--- src/rtl/lsmc_pkg.sv ---
// constants, register map and carrier types of the light sensor measure control block
package lsmc_pkg;
	// register indices; byte address is four times the index
	localparam logic [7:0] IDX_MOD_DISABLE = 8'h40;
	localparam logic [7:0] IDX_ENABLE = 8'h80;
	localparam logic [7:0] IDX_MODE_A = 8'h81;
	localparam logic [7:0] IDX_MODE_B = 8'h82;
	localparam logic [7:0] IDX_ITER_LIMIT = 8'hc0;
	localparam logic [7:0] IDX_STATUS = 8'hc1;
	localparam logic [7:0] IDX_LIGHT_DATA = 8'hc2;
	localparam logic [7:0] IDX_RAW_RESULT = 8'hc3;

	// reset values
	localparam logic [7:0] RST_MOD_DISABLE = 8'h00;
	localparam logic [7:0] RST_ENABLE = 8'h00;
	localparam logic [7:0] RST_MODE_A = 8'h04;
	localparam logic [7:0] RST_MODE_B = 8'h0c;
	localparam logic [7:0] RST_ITER_LIMIT = 8'h00;

	// field positions
	localparam int BIT_FIRST_MOD_OFF = 0;
	localparam int BIT_SECOND_MOD_OFF = 1;
	localparam int BIT_POWER_ON = 0;
	localparam int BIT_LIGHT_ON = 1;
	localparam int BIT_FLICKER_ON = 6;
	localparam int BIT_STOP_ITER = 7;
	localparam int BIT_DOUBLE_STEP = 6;
	localparam int BIT_ONE_SHOT = 5;
	localparam int BIT_LSTAT_Q = 4;
	localparam int BIT_END_Q = 7;
	localparam int BIT_SUM_Q = 6;
	localparam int BIT_GAIN_Q = 5;
	localparam int BIT_STAT_STOPPED = 4;
	localparam int BIT_STAT_SLEEP = 5;

	// writable bit masks, reserved bits read zero
	localparam logic [7:0] MASK_MOD_DISABLE = 8'h03;
	localparam logic [7:0] MASK_ENABLE = 8'h43;

	// field widths
	localparam int SCALE_W = 4;
	localparam int TOP_POS_W = 5;
	localparam int GAIN_W = 4;
	localparam int RESULT_W = 32;
	localparam int DATA_W = 16;
	localparam int CHAN_N = 2;

	typedef enum logic [2:0] {
		LSMC_REC_LIGHT_STATUS,
		LSMC_REC_LIGHT_DATA,
		LSMC_REC_GAIN,
		LSMC_REC_CHECKSUM,
		LSMC_REC_END_MARKER
	} lsmc_rec_kind_t;

	// one record offered to the measurement queue
	typedef struct packed {
		lsmc_rec_kind_t kind;
		logic [DATA_W-1:0] data;
	} lsmc_record_t;

	// engine events, all one-cycle pulses on the block clock
	typedef struct packed {
		logic iteration_done;
		logic sequence_done;
		logic light_done;
		logic flicker_done;
		logic analog_saturation;
	} lsmc_events_t;
endpackage

--- src/rtl/lsmc_top.sv ---
// light sensor measure control: apb registers, run control, gain step, scaling, queue records
//
// Register access over APB was chosen for this implementation.
`timescale 1ns/100ps

// Overview of operation
// - second modulator off bit set keeps modulator channel 1 inactive.
// - first modulator off bit set keeps modulator channel 0 inactive.
// - flicker enable bit 6 starts flicker detection on one, stops on zero.
// - light enable bit 1 turns light measurement on or off.
// - power-on bit 0 starts oscillator so timers and modulators run.
// - writing power-on zero stops oscillator, clears light enable, keeps flicker enable as written.
// - stop mode ends measuring after nth iteration, clears both enables, keeps power.
// - double step mode drops gain two steps on analogue saturation when gain above one, to zero from one.
// - one-shot mode runs one sequencer cycle then asserts sleep after interrupt.
// - light status record goes into queue with light data when enabled.
// - four-bit scale, reset four, top zero bits needed for scaled light data.
// - internal light result up to 26 bits, held in 32-bit register.
// - five-bit top position, reset twelve, picks top bit of the result.
// - end marker bit appends end marker after each flicker measurement.
// - checksum bit appends flicker checksum after each flicker measurement.
// - gain bit appends used gain after each flicker measurement.
module lsmc_top (
	// clock and reset
	input wire logic clock,
	input wire logic rst_n,
	// apb slave
	input wire logic psel,
	input wire logic penable,
	input wire logic pwrite,
	input wire logic [11:0] paddr,
	input wire logic [31:0] pwdata,
	output logic [31:0] prdata,
	output logic pready,
	output logic pslverr,
	// measurement engine side
	input wire lsmc_pkg::lsmc_events_t events,
	input wire logic [lsmc_pkg::RESULT_W-1:0] raw_result,
	input wire logic [lsmc_pkg::GAIN_W-1:0] gain_now,
	input wire logic agc_active,
	input wire logic [lsmc_pkg::DATA_W-1:0] flicker_checksum,
	// run control outputs
	output logic oscillator_on,
	output logic [lsmc_pkg::CHAN_N-1:0] modulator_active,
	output logic flicker_run,
	output logic light_run,
	output logic cleared_enable_bit_clr,
	output logic sleep_after_irq,
	// gain command
	output logic gain_set,
	output logic [lsmc_pkg::GAIN_W-1:0] gain_next,
	// queue records
	output lsmc_pkg::lsmc_record_t rec,
	output logic rec_valid,
	input wire logic rec_ready
);

	typedef enum {
		Q_IDLE,
		Q_LSTAT,
		Q_LDATA,
		Q_GAIN,
		Q_SUM,
		Q_END
	} lsmc_qstate_t;

	function automatic logic lsmc_hit(input logic [11:0] addr, input logic [7:0] idx);
		lsmc_hit = (addr == {2'b00, idx, 2'b00});
	endfunction

	logic rst_meta_n;
	logic rst_sync_n;
	logic [7:0] mod_disable;
	logic [7:0] enable_reg;
	logic [7:0] mode_a;
	logic [7:0] mode_b;
	logic [7:0] iter_limit;
	logic [7:0] iter_count;
	logic stopped;
	logic [31:0] result_hold;
	logic [15:0] light_data;
	logic light_scaled;
	logic pend_light;
	logic pend_flicker;
	logic [lsmc_pkg::GAIN_W-1:0] gain_hold;
	lsmc_qstate_t qstate;
	lsmc_qstate_t next_qstate;

	// reset release through two flops
	always_ff @(posedge clock or negedge rst_n) begin
		if (!rst_n) begin
			rst_meta_n <= 1'b0;
			rst_sync_n <= 1'b0;
		end else begin
			rst_meta_n <= 1'b1;
			rst_sync_n <= rst_meta_n;
		end
	end

	// apb decode; one wait state, write lands on the pready edge
	wire access = psel & penable;
	wire apb_done = access & pready;
	wire wr = apb_done & pwrite;
	wire hit_mod = lsmc_hit(paddr, lsmc_pkg::IDX_MOD_DISABLE);
	wire hit_en = lsmc_hit(paddr, lsmc_pkg::IDX_ENABLE);
	wire hit_ma = lsmc_hit(paddr, lsmc_pkg::IDX_MODE_A);
	wire hit_mb = lsmc_hit(paddr, lsmc_pkg::IDX_MODE_B);
	wire hit_it = lsmc_hit(paddr, lsmc_pkg::IDX_ITER_LIMIT);
	wire hit_st = lsmc_hit(paddr, lsmc_pkg::IDX_STATUS);
	wire hit_ld = lsmc_hit(paddr, lsmc_pkg::IDX_LIGHT_DATA);
	wire hit_rr = lsmc_hit(paddr, lsmc_pkg::IDX_RAW_RESULT);
	wire mapped = hit_mod | hit_en | hit_ma | hit_mb | hit_it | hit_st | hit_ld | hit_rr;
	wire wr_en = wr & hit_en;
	wire wr_st = wr & hit_st;

	wire power_bit = enable_reg[lsmc_pkg::BIT_POWER_ON];
	wire flick_bit = enable_reg[lsmc_pkg::BIT_FLICKER_ON];
	wire light_bit = enable_reg[lsmc_pkg::BIT_LIGHT_ON];
	wire measuring = power_bit & (flick_bit | light_bit);

	// iteration end: counter reaches the limit, so limit zero is one run
	wire iter_last = events.iteration_done & measuring & (iter_count == iter_limit);
	wire auto_stop = mode_a[lsmc_pkg::BIT_STOP_ITER] & iter_last;

	wire power_off_wr = wr_en & ~pwdata[lsmc_pkg::BIT_POWER_ON];

	logic [7:0] next_enable;
	always_comb begin
		next_enable = enable_reg;
		if (auto_stop) begin
			next_enable[lsmc_pkg::BIT_FLICKER_ON] = 1'b0;
			next_enable[lsmc_pkg::BIT_LIGHT_ON] = 1'b0;
		end
		if (wr_en) begin
			next_enable = pwdata[7:0] & lsmc_pkg::MASK_ENABLE;
			if (power_off_wr) begin
				next_enable[lsmc_pkg::BIT_LIGHT_ON] = 1'b0;
			end
		end
	end

	// register file; reserved bits masked so they never store
	always_ff @(posedge clock or negedge rst_sync_n) begin
		if (!rst_sync_n) begin
			mod_disable <= lsmc_pkg::RST_MOD_DISABLE;
			enable_reg <= lsmc_pkg::RST_ENABLE;
			mode_a <= lsmc_pkg::RST_MODE_A;
			mode_b <= lsmc_pkg::RST_MODE_B;
			iter_limit <= lsmc_pkg::RST_ITER_LIMIT;
		end else begin
			if (wr & hit_mod)
				mod_disable <= pwdata[7:0] & lsmc_pkg::MASK_MOD_DISABLE;
			enable_reg <= next_enable;
			if (wr & hit_ma)
				mode_a <= pwdata[7:0];
			if (wr & hit_mb)
				mode_b <= pwdata[7:0];
			if (wr & hit_it)
				iter_limit <= pwdata[7:0];
		end
	end

	// iteration counter restarts whenever software rewrites the enables
	always_ff @(posedge clock or negedge rst_sync_n) begin
		if (!rst_sync_n) begin
			iter_count <= 8'h00;
		end else if (wr_en || iter_last) begin
			iter_count <= 8'h00;
		end else if (events.iteration_done && measuring) begin
			iter_count <= iter_count + 8'h01;
		end
	end

	// sticky stop flag: write one clears, a stop in the same cycle wins
	always_ff @(posedge clock or negedge rst_sync_n) begin
		if (!rst_sync_n) begin
			stopped <= 1'b0;
		end else begin
			stopped <= auto_stop | (stopped & ~(wr_st & pwdata[lsmc_pkg::BIT_STAT_STOPPED]));
		end
	end

	// run control outputs
	wire one_shot = mode_a[lsmc_pkg::BIT_ONE_SHOT];
	wire seq_end = one_shot & power_bit & events.sequence_done;
	wire sleep_clr = (wr_st & pwdata[lsmc_pkg::BIT_STAT_SLEEP]) | power_off_wr;
	logic [lsmc_pkg::CHAN_N-1:0] next_mod_active;

	genvar ch;
	generate
		for (ch = 0; ch < lsmc_pkg::CHAN_N; ch++) begin : g_mod
			assign next_mod_active[ch] = next_enable[lsmc_pkg::BIT_POWER_ON] & ~mod_disable[ch];
		end
	endgenerate

	always_ff @(posedge clock or negedge rst_sync_n) begin
		if (!rst_sync_n) begin
			oscillator_on <= 1'b0;
			modulator_active <= '0;
			flicker_run <= 1'b0;
			light_run <= 1'b0;
			cleared_enable_bit_clr <= 1'b0;
			sleep_after_irq <= 1'b0;
		end else begin
			oscillator_on <= next_enable[lsmc_pkg::BIT_POWER_ON];
			modulator_active <= next_mod_active;
			flicker_run <= next_enable[lsmc_pkg::BIT_POWER_ON] & next_enable[lsmc_pkg::BIT_FLICKER_ON];
			light_run <= next_enable[lsmc_pkg::BIT_POWER_ON] & next_enable[lsmc_pkg::BIT_LIGHT_ON];
			cleared_enable_bit_clr <= power_off_wr;
			// one-shot sleep, set wins over clear
			sleep_after_irq <= seq_end | (sleep_after_irq & ~sleep_clr);
		end
	end

	// gain step on analogue saturation
	wire double_step = mode_a[lsmc_pkg::BIT_DOUBLE_STEP];
	wire sat_step = events.analog_saturation & agc_active & (gain_now != '0);
	wire [lsmc_pkg::GAIN_W-1:0] gain_one = gain_now - 4'h1;
	wire [lsmc_pkg::GAIN_W-1:0] gain_two = (gain_now > 4'h1) ? gain_now - 4'h2 : 4'h0;

	always_ff @(posedge clock or negedge rst_sync_n) begin
		if (!rst_sync_n) begin
			gain_set <= 1'b0;
			gain_next <= '0;
			gain_hold <= '0;
		end else begin
			gain_set <= sat_step;
			if (sat_step)
				gain_next <= double_step ? gain_two : gain_one;
			if (events.flicker_done)
				gain_hold <= gain_now;
		end
	end

	// result scaling
	wire [lsmc_pkg::SCALE_W-1:0] scale = mode_a[lsmc_pkg::SCALE_W-1:0];
	wire [lsmc_pkg::TOP_POS_W-1:0] top_pos = mode_b[lsmc_pkg::TOP_POS_W-1:0];
	// top position: move the chosen top bit up to bit 31
	wire [31:0] aligned = result_hold << (5'd31 - top_pos);
	wire [31:0] scale_zero_mask = ~(32'hffffffff >> scale);
	wire can_scale = (scale != 4'h0) && ((aligned & scale_zero_mask) == 32'h00000000);
	wire [31:0] shifted = aligned << scale;
	wire [15:0] next_light_data = can_scale ? shifted[31:16] : aligned[31:16];

	always_ff @(posedge clock or negedge rst_sync_n) begin
		if (!rst_sync_n) begin
			result_hold <= 32'h00000000;
			light_data <= 16'h0000;
			light_scaled <= 1'b0;
		end else begin
			if (events.light_done)
				result_hold <= raw_result;
			light_data <= next_light_data;
			light_scaled <= can_scale;
		end
	end

	// queue records; events during a busy record are held pending
	wire q_take = rec_valid & rec_ready;
	wire q_free = (qstate == Q_IDLE) | (q_take & (next_qstate == Q_IDLE));
	wire start_light = pend_light & (qstate == Q_IDLE);
	wire start_flick = pend_flicker & ~pend_light & (qstate == Q_IDLE);
	wire want_gain = mode_b[lsmc_pkg::BIT_GAIN_Q];
	wire want_sum = mode_b[lsmc_pkg::BIT_SUM_Q];
	wire want_end = mode_b[lsmc_pkg::BIT_END_Q];

	always_comb begin
		next_qstate = qstate;
		case (qstate)
			Q_IDLE: begin
				if (pend_light)
					next_qstate = mode_a[lsmc_pkg::BIT_LSTAT_Q] ? Q_LSTAT : Q_LDATA;
				else if (pend_flicker && want_gain)
					next_qstate = Q_GAIN;
				else if (pend_flicker && want_sum)
					next_qstate = Q_SUM;
				else if (pend_flicker && want_end)
					next_qstate = Q_END;
			end
			Q_LSTAT: begin
				if (q_take)
					next_qstate = Q_LDATA;
			end
			Q_LDATA: begin
				if (q_take)
					next_qstate = Q_IDLE;
			end
			Q_GAIN: begin
				if (q_take)
					next_qstate = want_sum ? Q_SUM : (want_end ? Q_END : Q_IDLE);
			end
			Q_SUM: begin
				if (q_take)
					next_qstate = want_end ? Q_END : Q_IDLE;
			end
			Q_END: begin
				if (q_take)
					next_qstate = Q_IDLE;
			end
			default: next_qstate = Q_IDLE;
		endcase
	end

	// load only on entering a state, so a stalled record never changes
	wire rec_load = (next_qstate != qstate);
	lsmc_pkg::lsmc_record_t next_rec;
	always_comb begin
		next_rec = rec;
		case (rec_load ? next_qstate : Q_IDLE)
			// light status; live copies, the registered ones lag a cycle
			Q_LSTAT: next_rec = '{lsmc_pkg::LSMC_REC_LIGHT_STATUS,
				{11'h000, can_scale, scale}};
			Q_LDATA: next_rec = '{lsmc_pkg::LSMC_REC_LIGHT_DATA, next_light_data};
			Q_GAIN: next_rec = '{lsmc_pkg::LSMC_REC_GAIN, {12'h000, gain_hold}};
			Q_SUM: next_rec = '{lsmc_pkg::LSMC_REC_CHECKSUM, flicker_checksum};
			Q_END: next_rec = '{lsmc_pkg::LSMC_REC_END_MARKER, 16'hffff};
			default: next_rec = rec;
		endcase
	end

	always_ff @(posedge clock or negedge rst_sync_n) begin
		if (!rst_sync_n) begin
			qstate <= Q_IDLE;
			rec <= '{lsmc_pkg::LSMC_REC_LIGHT_STATUS, 16'h0000};
			rec_valid <= 1'b0;
			pend_light <= 1'b0;
			pend_flicker <= 1'b0;
		end else begin
			qstate <= next_qstate;
			rec <= next_rec;
			rec_valid <= (next_qstate != Q_IDLE);
			// new event wins over the start that consumes the old one
			pend_light <= events.light_done | (pend_light & ~start_light);
			pend_flicker <= (events.flicker_done & (want_gain | want_sum | want_end))
				| (pend_flicker & ~start_flick);
		end
	end

	// read mux
	logic [31:0] rd_mux;
	always_comb begin
		rd_mux = 32'h00000000;
		if (hit_mod)
			rd_mux = {24'h000000, mod_disable};
		if (hit_en)
			rd_mux = {24'h000000, enable_reg};
		if (hit_ma)
			rd_mux = {24'h000000, mode_a};
		if (hit_mb)
			rd_mux = {24'h000000, mode_b};
		if (hit_it)
			rd_mux = {24'h000000, iter_limit};
		if (hit_st)
			rd_mux = {16'h0000, iter_count, 2'b00, sleep_after_irq, stopped,
				light_scaled, q_free, measuring, oscillator_on};
		if (hit_ld)
			rd_mux = {16'h0000, light_data};
		if (hit_rr)
			rd_mux = result_hold;
	end

	always_ff @(posedge clock or negedge rst_sync_n) begin
		if (!rst_sync_n) begin
			pready <= 1'b0;
			prdata <= 32'h00000000;
			pslverr <= 1'b0;
		end else begin
			pready <= access & ~pready;
			pslverr <= access & ~pready & ~mapped;
			if (access && !pready)
				prdata <= pwrite ? 32'h00000000 : rd_mux;
		end
	end

endmodule // lsmc_top

--- config.mk ---
export PLATFORM = sky130hd
export DESIGN_NAME = lsmc_top
export DESIGN_NICKNAME = d
export VERILOG_FILES = /design/src/rtl/lsmc_pkg.sv /design/src/rtl/lsmc_top.sv
export SDC_FILE = /design/constraint.sdc
export NUM_CORES = 1
export LEC_CHECK = 0
export BUFFER_PORTS_ARGS = -buffer_cell sky130_fd_sc_hd__buf_2
export CORE_AREA = 10 10 213 155
export CTS_CLUSTER_SIZE = 30
export DETAILED_ROUTE_END_ITERATION = 6
export DIE_AREA = 0 0 223 165
export GPL_TIMING_DRIVEN = 0
export RECOVER_POWER = 50
export SLEW_MARGIN = 20
export SYNTH_ARGS = -nofsm -noshare
export SYNTH_HDL_FRONTEND = slang
export SYNTH_SLANG_ARGS = --single-unit
--- constraint.sdc ---
create_clock -name clock -period 6 [get_ports clock]
set_input_delay 1.2 -clock clock [delete_from_list [all_inputs] [get_ports clock]]
set_output_delay 1.2 -clock clock [all_outputs]
set_load 0.1 [all_outputs]
==> run metrics, run 1 <==
Ys Warns=0; Clock Skews=~19 ps; max incr delay on CP=630 ps; CP dominant cell by count=mux2i_1; Nets=1450; diode count=0; die area=0.0368 mm^2; Initial DRC Count=1401; Yosys cell types=76; chip width=223 um; #FFs+latches synth=~190; global route overflow=0; # IOs=174; clock latency on the worst-skew pair=460 ps; area delta synth->final=16.7%; power density cells=~220 mW/mm^2; Post-synth EDFFs=0; Post-Synth Simple-Gate Area=14.0%; slowest CP cell=mux2i_1; min-delay src=rst_meta_n; FMAX=198 MHz; cts bufs inserted=17; Root Driver=clkbuf_16; Tightest Hold Check Type=reg -> reg; largest registers=prdata x32, qstate x32, result_hold x32; setup ws final=948 ps; Detail Route Antenna Nets=0; max-slew violation count=161; 1st-pass router iterations=6; fin crit share=84.2%; Post-Synthesis Cell Area=approximately 0.011 mm^2; routed via count=10600; ys flop type=dfrtp_1; Seq/Total Area, Yosys=42.2%; Synth top area share=41.5%; vias in the first global route=between 10000 and 15000; largest net degree at the start of global routing=57; FP Rows=52; leakage=5.98 nW; Filler cells=2704; largest family of logic cells by synthesized area=multiplexers; Pwr Total=approximately 3.0 mW; setup bufs post-CTS=0; asr flop ratio synth=100%; adder-cell share of the synthesized area=less than 1%; IO buf count=around 150; CP delay by family, top=multiplexers; global-route wire length before repair=63.9 mm; CP required=6390 ps; RSZ-0062 raised after global routing=false; Compound-Gate Fraction of Synth Area=19.1%; hold-fix buffers at CTS=0; multiplexer share of the synthesized area=approximately 19%; Slew @ Worst Pin=between 2000 and 3000 ps; Starting Density=39.8%; Residual DRC=0; WP buf/inv=3; Placement Setup Slack=approximately 1200 ps; crit-path max FO=10; gp weighted congestion=1.00; Core Util, Final=46.4%; DP Wirelength=between 30 and 40 mm; Setup violations, final=0; status=finished with violations; cell taking the most area after synthesis=dfrtp_1; R2R Path Start=mode_b[1]; Core Region=between 0.02 and 0.03 mm^2; post-synthesis area per instance=around 10 um^2; clk buf depth=2; clock sinks=between 150 and 200; hold slack final=357 ps; crit path kind=reg -> reg; WL/cell=24.2 um; H-tree depth=4; CP Capture Type=flop; Total GRT Usage=around 22%; TNS Setup=0 ps; Worst slew margin=-93.4%; Post-Synth XOR/XNOR Area=1.23%; share of layout cells above drive strength 1=between 20% and 30%; WP data arrival=5440 ps; crit start category=flop; Die H=~170 um; placed cell areas=0.0128 mm^2; worst vdd ir=0.170 mV; critical path cell sequence=buf_2 -> buf_1 -> mux4_2 -> mux2i_1 -> o22ai_1 -> nor2_1 -> a311oi_1 -> a221oi_2 -> o211ai_2 -> buf_6 -> mux2i_1 -> a221o_1; synth top area cells=dfrtp_1, mux2_2, mux4_2, nand2_1, nor2_1; Setup crit start=mode_b[1]; placed cell count=around 1700; hold violation count in the final report=0; clock slew at reported path FFs=70 ps; max_cap viols=3; failing checks=max-capacitance violations, max-slew violations; initial antenna violation count=2; TritonCTS clock tree=done; synthesized instance count=between 1000 and 1500; post-CTS sizing=0; vias per cell=roughly 6.1; final WL=41.7 mm; final cell count without fillers=roughly 1700; post-route cell area=around 0.013 mm^2; final worst path period need=between 5000 and 6000 ps
per-layer routing:
| layer | part of all wire (%) | GRT usage (%) | vias to the layer above |
|---|---|---|---|
| li1 | - | - | 4658 |
| met4 | 2.3 | 6.37 | 4 |
| met1 | 46 | 33.0 | 5210 |
| met2 | 40 | 30.6 | 664 |
| met3 | 12 | 6.89 | 79 |
| met5 | 0.058 | 0 | - |
layout make-up:
| type | count | area [um^2] | area share (%) |
|---|---|---|---|
| buffer | 71 | 299 | 2.25 |
| clock buffer | 19 | 443 | 3.33 |
| clock inverter | 13 | 128 | 0.959 |
| inverter | 26 | 97.6 | 0.733 |
| multi-input combinational | 876 | 6310 | 47.4 |
| sequential | 192 | 4810 | 36.1 |
| tap | 378 | 473 | 3.55 |
| timing repair buffer | 152 | 752 | 5.65 |
synth_stat cells (4+ instances only):
library cell,instances
a211oi_1,7
a21o_1,9
a21oi_1,36
a221o_1,12
a221oi_1,14
a222oi_1,4
a22o_1,21
a22oi_1,18
a31oi_1,6
and2_1,16
buf_1,8
buf_2,8
clkbuf_1,52
dfrtp_1,189
ha_1,6
inv_1,24
mux2_2,90
mux2i_1,43
mux4_2,32
nand2_1,125
nand2b_1,6
nand3_1,12
nand4_1,8
nor2_1,119
nor2b_1,7
nor3_1,19
nor3b_1,8
nor4_1,13
o211a_1,4
o211ai_1,9
o21a_1,10
o21ai_0,51
o221ai_1,6
o22ai_1,35
o31ai_1,7
o32a_1,6
or2_2,6
or3_1,10
xnor2_1,6
xor2_1,10
layout by cell type (no fill, tap or decap), types with 9 or more instances in the layout:
cell type	count
nor4_1	13
a22o_1	21
mux2_2	90
nor3_1	18
o21ai_0	51
nor2_1	119
clkbuf_1	60
mux2i_1	43
a22oi_1	18
a221oi_1	14
a21o_1	9
dfrtp_1	189
nand2_1	125
and2_1	16
nand3_1	12
o211ai_1	9
o22ai_1	35
buf_2	153
a221o_1	12
or3_1	10
conb_1	30
inv_1	24
a21oi_1	36
clkbuf_16	17
mux4_2	32
xor2_1	10
o21a_1	10
final timing paths:
check                           slack [ps]         end  cells after the start
worst max-delay path                   950     rec[13]                     12
worst min-delay path                   360  rst_sync_n                      0
worst max register to register         950     rec[13]                     12
worst min register to register         360  rst_sync_n                      0
max in group asynchronous             2070      rec[8]                      1
min in group asynchronous              520  rst_meta_n                      1
cell families (layout without fill, tap and decap cells):
| group | count (synthesis) | in the layout |
|---|---|---|
| other cells | 2 | 30 |
| compound gates | 300 | 300 |
| simple gates | 357 | 357 |
| xor+xnor | 16 | 16 |
| fa+ha+maj | 6 | 6 |
| buf+inv | 97 | 281 |
| mux | 167 | 167 |
| flops | 192 | 192 |
where the power goes:
| part | internal, mW | leakage (nW) | switching (mW) |
|---|---|---|---|
| clock | 0.592 | 0.275 | 0.524 |
| combinational | 0.164 | 3.28 | 0.282 |
| sequential | 1.35 | 2.42 | 0.0668 |
No activity file was read; power rests on OpenSTA's default activity.
==> run 2, diff against run 1 <==
==> constraint.sdc (replaced) <==
create_clock -name clock -period 4.8 [get_ports clock]
set_input_delay 0.96 -clock clock [delete_from_list [all_inputs] [get_ports clock]]
set_output_delay 0.96 -clock clock [all_outputs]
set_load 0.1 [all_outputs]
==> run metrics, run 2 (same netlist as run 1, synthesis figures left out) <==
status=finished with violations (unchanged); failing checks=max-capacitance violations, max-slew violations (unchanged); crit path kind=reg -> reg (unchanged); TNS Setup=0 ps (unchanged); Total GRT Usage=22.7% (was 22.4%); final WL=42.2 mm (was 41.7 mm); Setup crit start=mode_b[2] (was mode_b[1]); CP delay by family, top=buffers and inverters (was multiplexers); Clock Skews=11.9 ps (was 18.6 ps); global-route wire length before repair=64.3 mm (was 63.9 mm); largest net degree at the start of global routing=58 (was 57); die area=0.0368 mm^2 (unchanged); H-tree depth=4 (unchanged); commonest non-fill, non-tap cell in the layout=dfrtp_1 (unchanged); busiest layer in global routing=met1 (unchanged); CP Capture Type=flop (unchanged); Tightest Hold Check Type=in -> async (was reg -> reg); Reg power frac=47.7% (was 47.5%); setup ws final=257 ps (was 948 ps); max incr delay on CP=570 ps (was 630 ps); WL/cell=24.4 um (was 24.2 um); Die H=165 um (unchanged); share of layout cells above drive strength 1=24.8% (was 24.4%); worst vdd ir=0.289 mV (was 0.170 mV); Starting Density=39.8% (unchanged); clock slew at reported path FFs=80 ps (was 70 ps); initial antenna violation count=4 (was 2); clock share of power=37.3% (was 37.5%); DP Wirelength=32.8 mm (was 32.1 mm); 1st-pass router iterations=6 (unchanged); hold violation count in the final report=0 (unchanged); largest registers=prdata x32, qstate x32, result_hold x32 (unchanged); TritonCTS clock tree=done (unchanged); Slew @ Worst Pin=2470 ps (was 2900 ps); crit-path max FO=10 (unchanged); Sw Share=30.4% (was 29.4%); final worst path period need=4540 ps (was 5050 ps); area delta synth->final=17.0% (was 16.7%); power density cells=278 mW/mm^2 (was 223 mW/mm^2); Pwr Total=3.71 mW (was 2.97 mW); Psw=1.13 mW (was 873 uW); Nets=1450 (unchanged); Initial DRC Count=1477 (was 1401); max_cap viols=3 (unchanged); chip width=223 um (unchanged); RSZ-0062 raised after global routing=false (unchanged); M3 GR Usage=7.77% (was 6.89%); crit start category=flop (unchanged); post-CTS sizing=0 (unchanged); CP required=5100 ps (was 6390 ps); setup bufs post-CTS=0 (unchanged); RR Endpoint=light_data[14] (was rec[13]); vias in the first global route=9955 (was 10200); cts bufs inserted=17 (unchanged); M1 GR Usage=33.7% (was 33.0%); clock sinks=192 (unchanged); hold-fix buffers at CTS=0 (unchanged); Placement Setup Slack=43.2 ps (was 1220 ps); Setup violations, final=0 (unchanged); slowest CP cell=or4_1 (was mux2i_1); WP data arrival=4840 ps (was 5440 ps); vias per cell=6.02 (was 6.15); critical path cell sequence=clkbuf_1 -> buf_2 -> nand2_1 -> o22ai_1 -> nor3_1 -> or4_1 -> clkbuf_1 -> a221oi_1 -> o221a_2 -> o211ai_2 -> buf_2 -> buf_2 -> mux2i_1 (was buf_2 -> buf_1 -> mux4_2 -> mux2i_1 -> o22ai_1 -> nor2_1 -> a311oi_1 -> a221oi_2 -> o211ai_2 -> buf_6 -> mux2i_1 -> a221o_1); # IOs=174 (unchanged); Worst slew margin=-64.9% (was -93.4%); Detail Route Antenna Nets=0 (unchanged); clock latency on the worst-skew pair=460 ps (about the same); fin crit share=94.6% (was 84.2%); clk buf depth=2 (unchanged); IO buf count=148 (unchanged); R2R setup slack=260 ps (was 950 ps); global route overflow=0 (unchanged); Residual DRC=0 (unchanged); leakage=6.00 nW (was 5.98 nW); Core Region=0.0287 mm^2 (unchanged); Root Driver=clkbuf_16 (unchanged); FMAX=220 MHz (was 198 MHz); commonest non-fill, non-tap cells in the layout=dfrtp_1, buf_2, nand2_1, nor2_1, mux2_2 (unchanged); max-slew violation count=153 (was 161); internal power=2.58 mW (was 2.10 mW); routed via count=10400 (was 10600); Gate power share=15.0% (about the same); FP Rows=52 (unchanged); WP buf/inv=5 (was 3); met2 usage=30.3% (was 30.6%); CP dominant cell by count=buf_2 (was mux2i_1); Filler cells=2809 (was 2704); diode count=0 (unchanged); cell count of the worst reg-to-reg path=13 (was 12); gp weighted congestion=1.02 (was 1.00); R2R Path Start=mode_b[2] (was mode_b[1]); hold slack final=273 ps (was 357 ps)
run 2: changes by cell type in the layout (fill, tap and decap cells not counted), sizes merged:
cell          change
clkinvlp          -2
dlymetal6s2s      +1
inv               +2
bufinv            -1
dlymetal6s4s      +1
clkbuf            -2
buf               +1
run 2: worst max-delay path by stage:
stage,endpoint,cells after the start
finish,light_data[14],13
CTS,light_data[14],10
floorplan,rec[8],11
global placement,light_data[14],10
global route,rec[13],13
detailed placement,light_data[14],10
run 2: worst register-to-register path, stage by stage (launching register included):
cell      delay [ps]
dfstp_2          520
clkbuf_1         270
buf_2            330
nand2_1          280
o22ai_1          480
nor3_1            70
or4_1            570
clkbuf_1         230
a221oi_1         320
o221a_2          250
o211ai_2         190
buf_2            270
buf_2            210
mux2i_1          390
run 2: final cells by class:
cell class / instances / area [um^2] / area share (%)
timing repair buffer: 152 / 787 / 5.90
clock inverter: 12 / 101 / 0.760
clock buffer: 20 / 447 / 3.35
inverter: 26 / 97.6 / 0.732
buffer: 71 / 300 / 2.25
sequential: 192 / 4810 / 36.0
tap: 378 / 473 / 3.55
multi-input combinational: 876 / 6330 / 47.4
run 2: metal layers:
| layer | routed length, um | share of wire [%] |
|---|---|---|
| met1 | 20200 | 48 |
| met2 | 16200 | 38 |
| met3 | 4910 | 12 |
| met4 | 881 | 2.1 |
| met5 | 0 | 0 |
run 2: metrics by stage:
stage | area, um^2 | util (%) | cells
2_1_floorplan | 11500 | - | 1165
4_1_cts | 13400 | 46.6 | 1726
3_5_place_dp | 12800 | 44.7 | 1694
3_3_place_gp | 12700 | 44.4 | 1691
5_1_grt | 13300 | 46.5 | 1727
6_report | 13300 | 46.5 | 1727
run 2: power groups by stage:
| stage | combinational, mW | sequential (mW) | clock (mW) |
|---|---|---|---|
| floorplan | 0.285 | 1.82 | 0 |
| global placement | 0.511 | 1.82 | 0 |
| detailed placement | 0.540 | 1.80 | 0 |
| CTS | 0.544 | 1.77 | 1.41 |
| global route | 0.594 | 1.78 | 1.47 |
| finish | 0.557 | 1.77 | 1.38 |
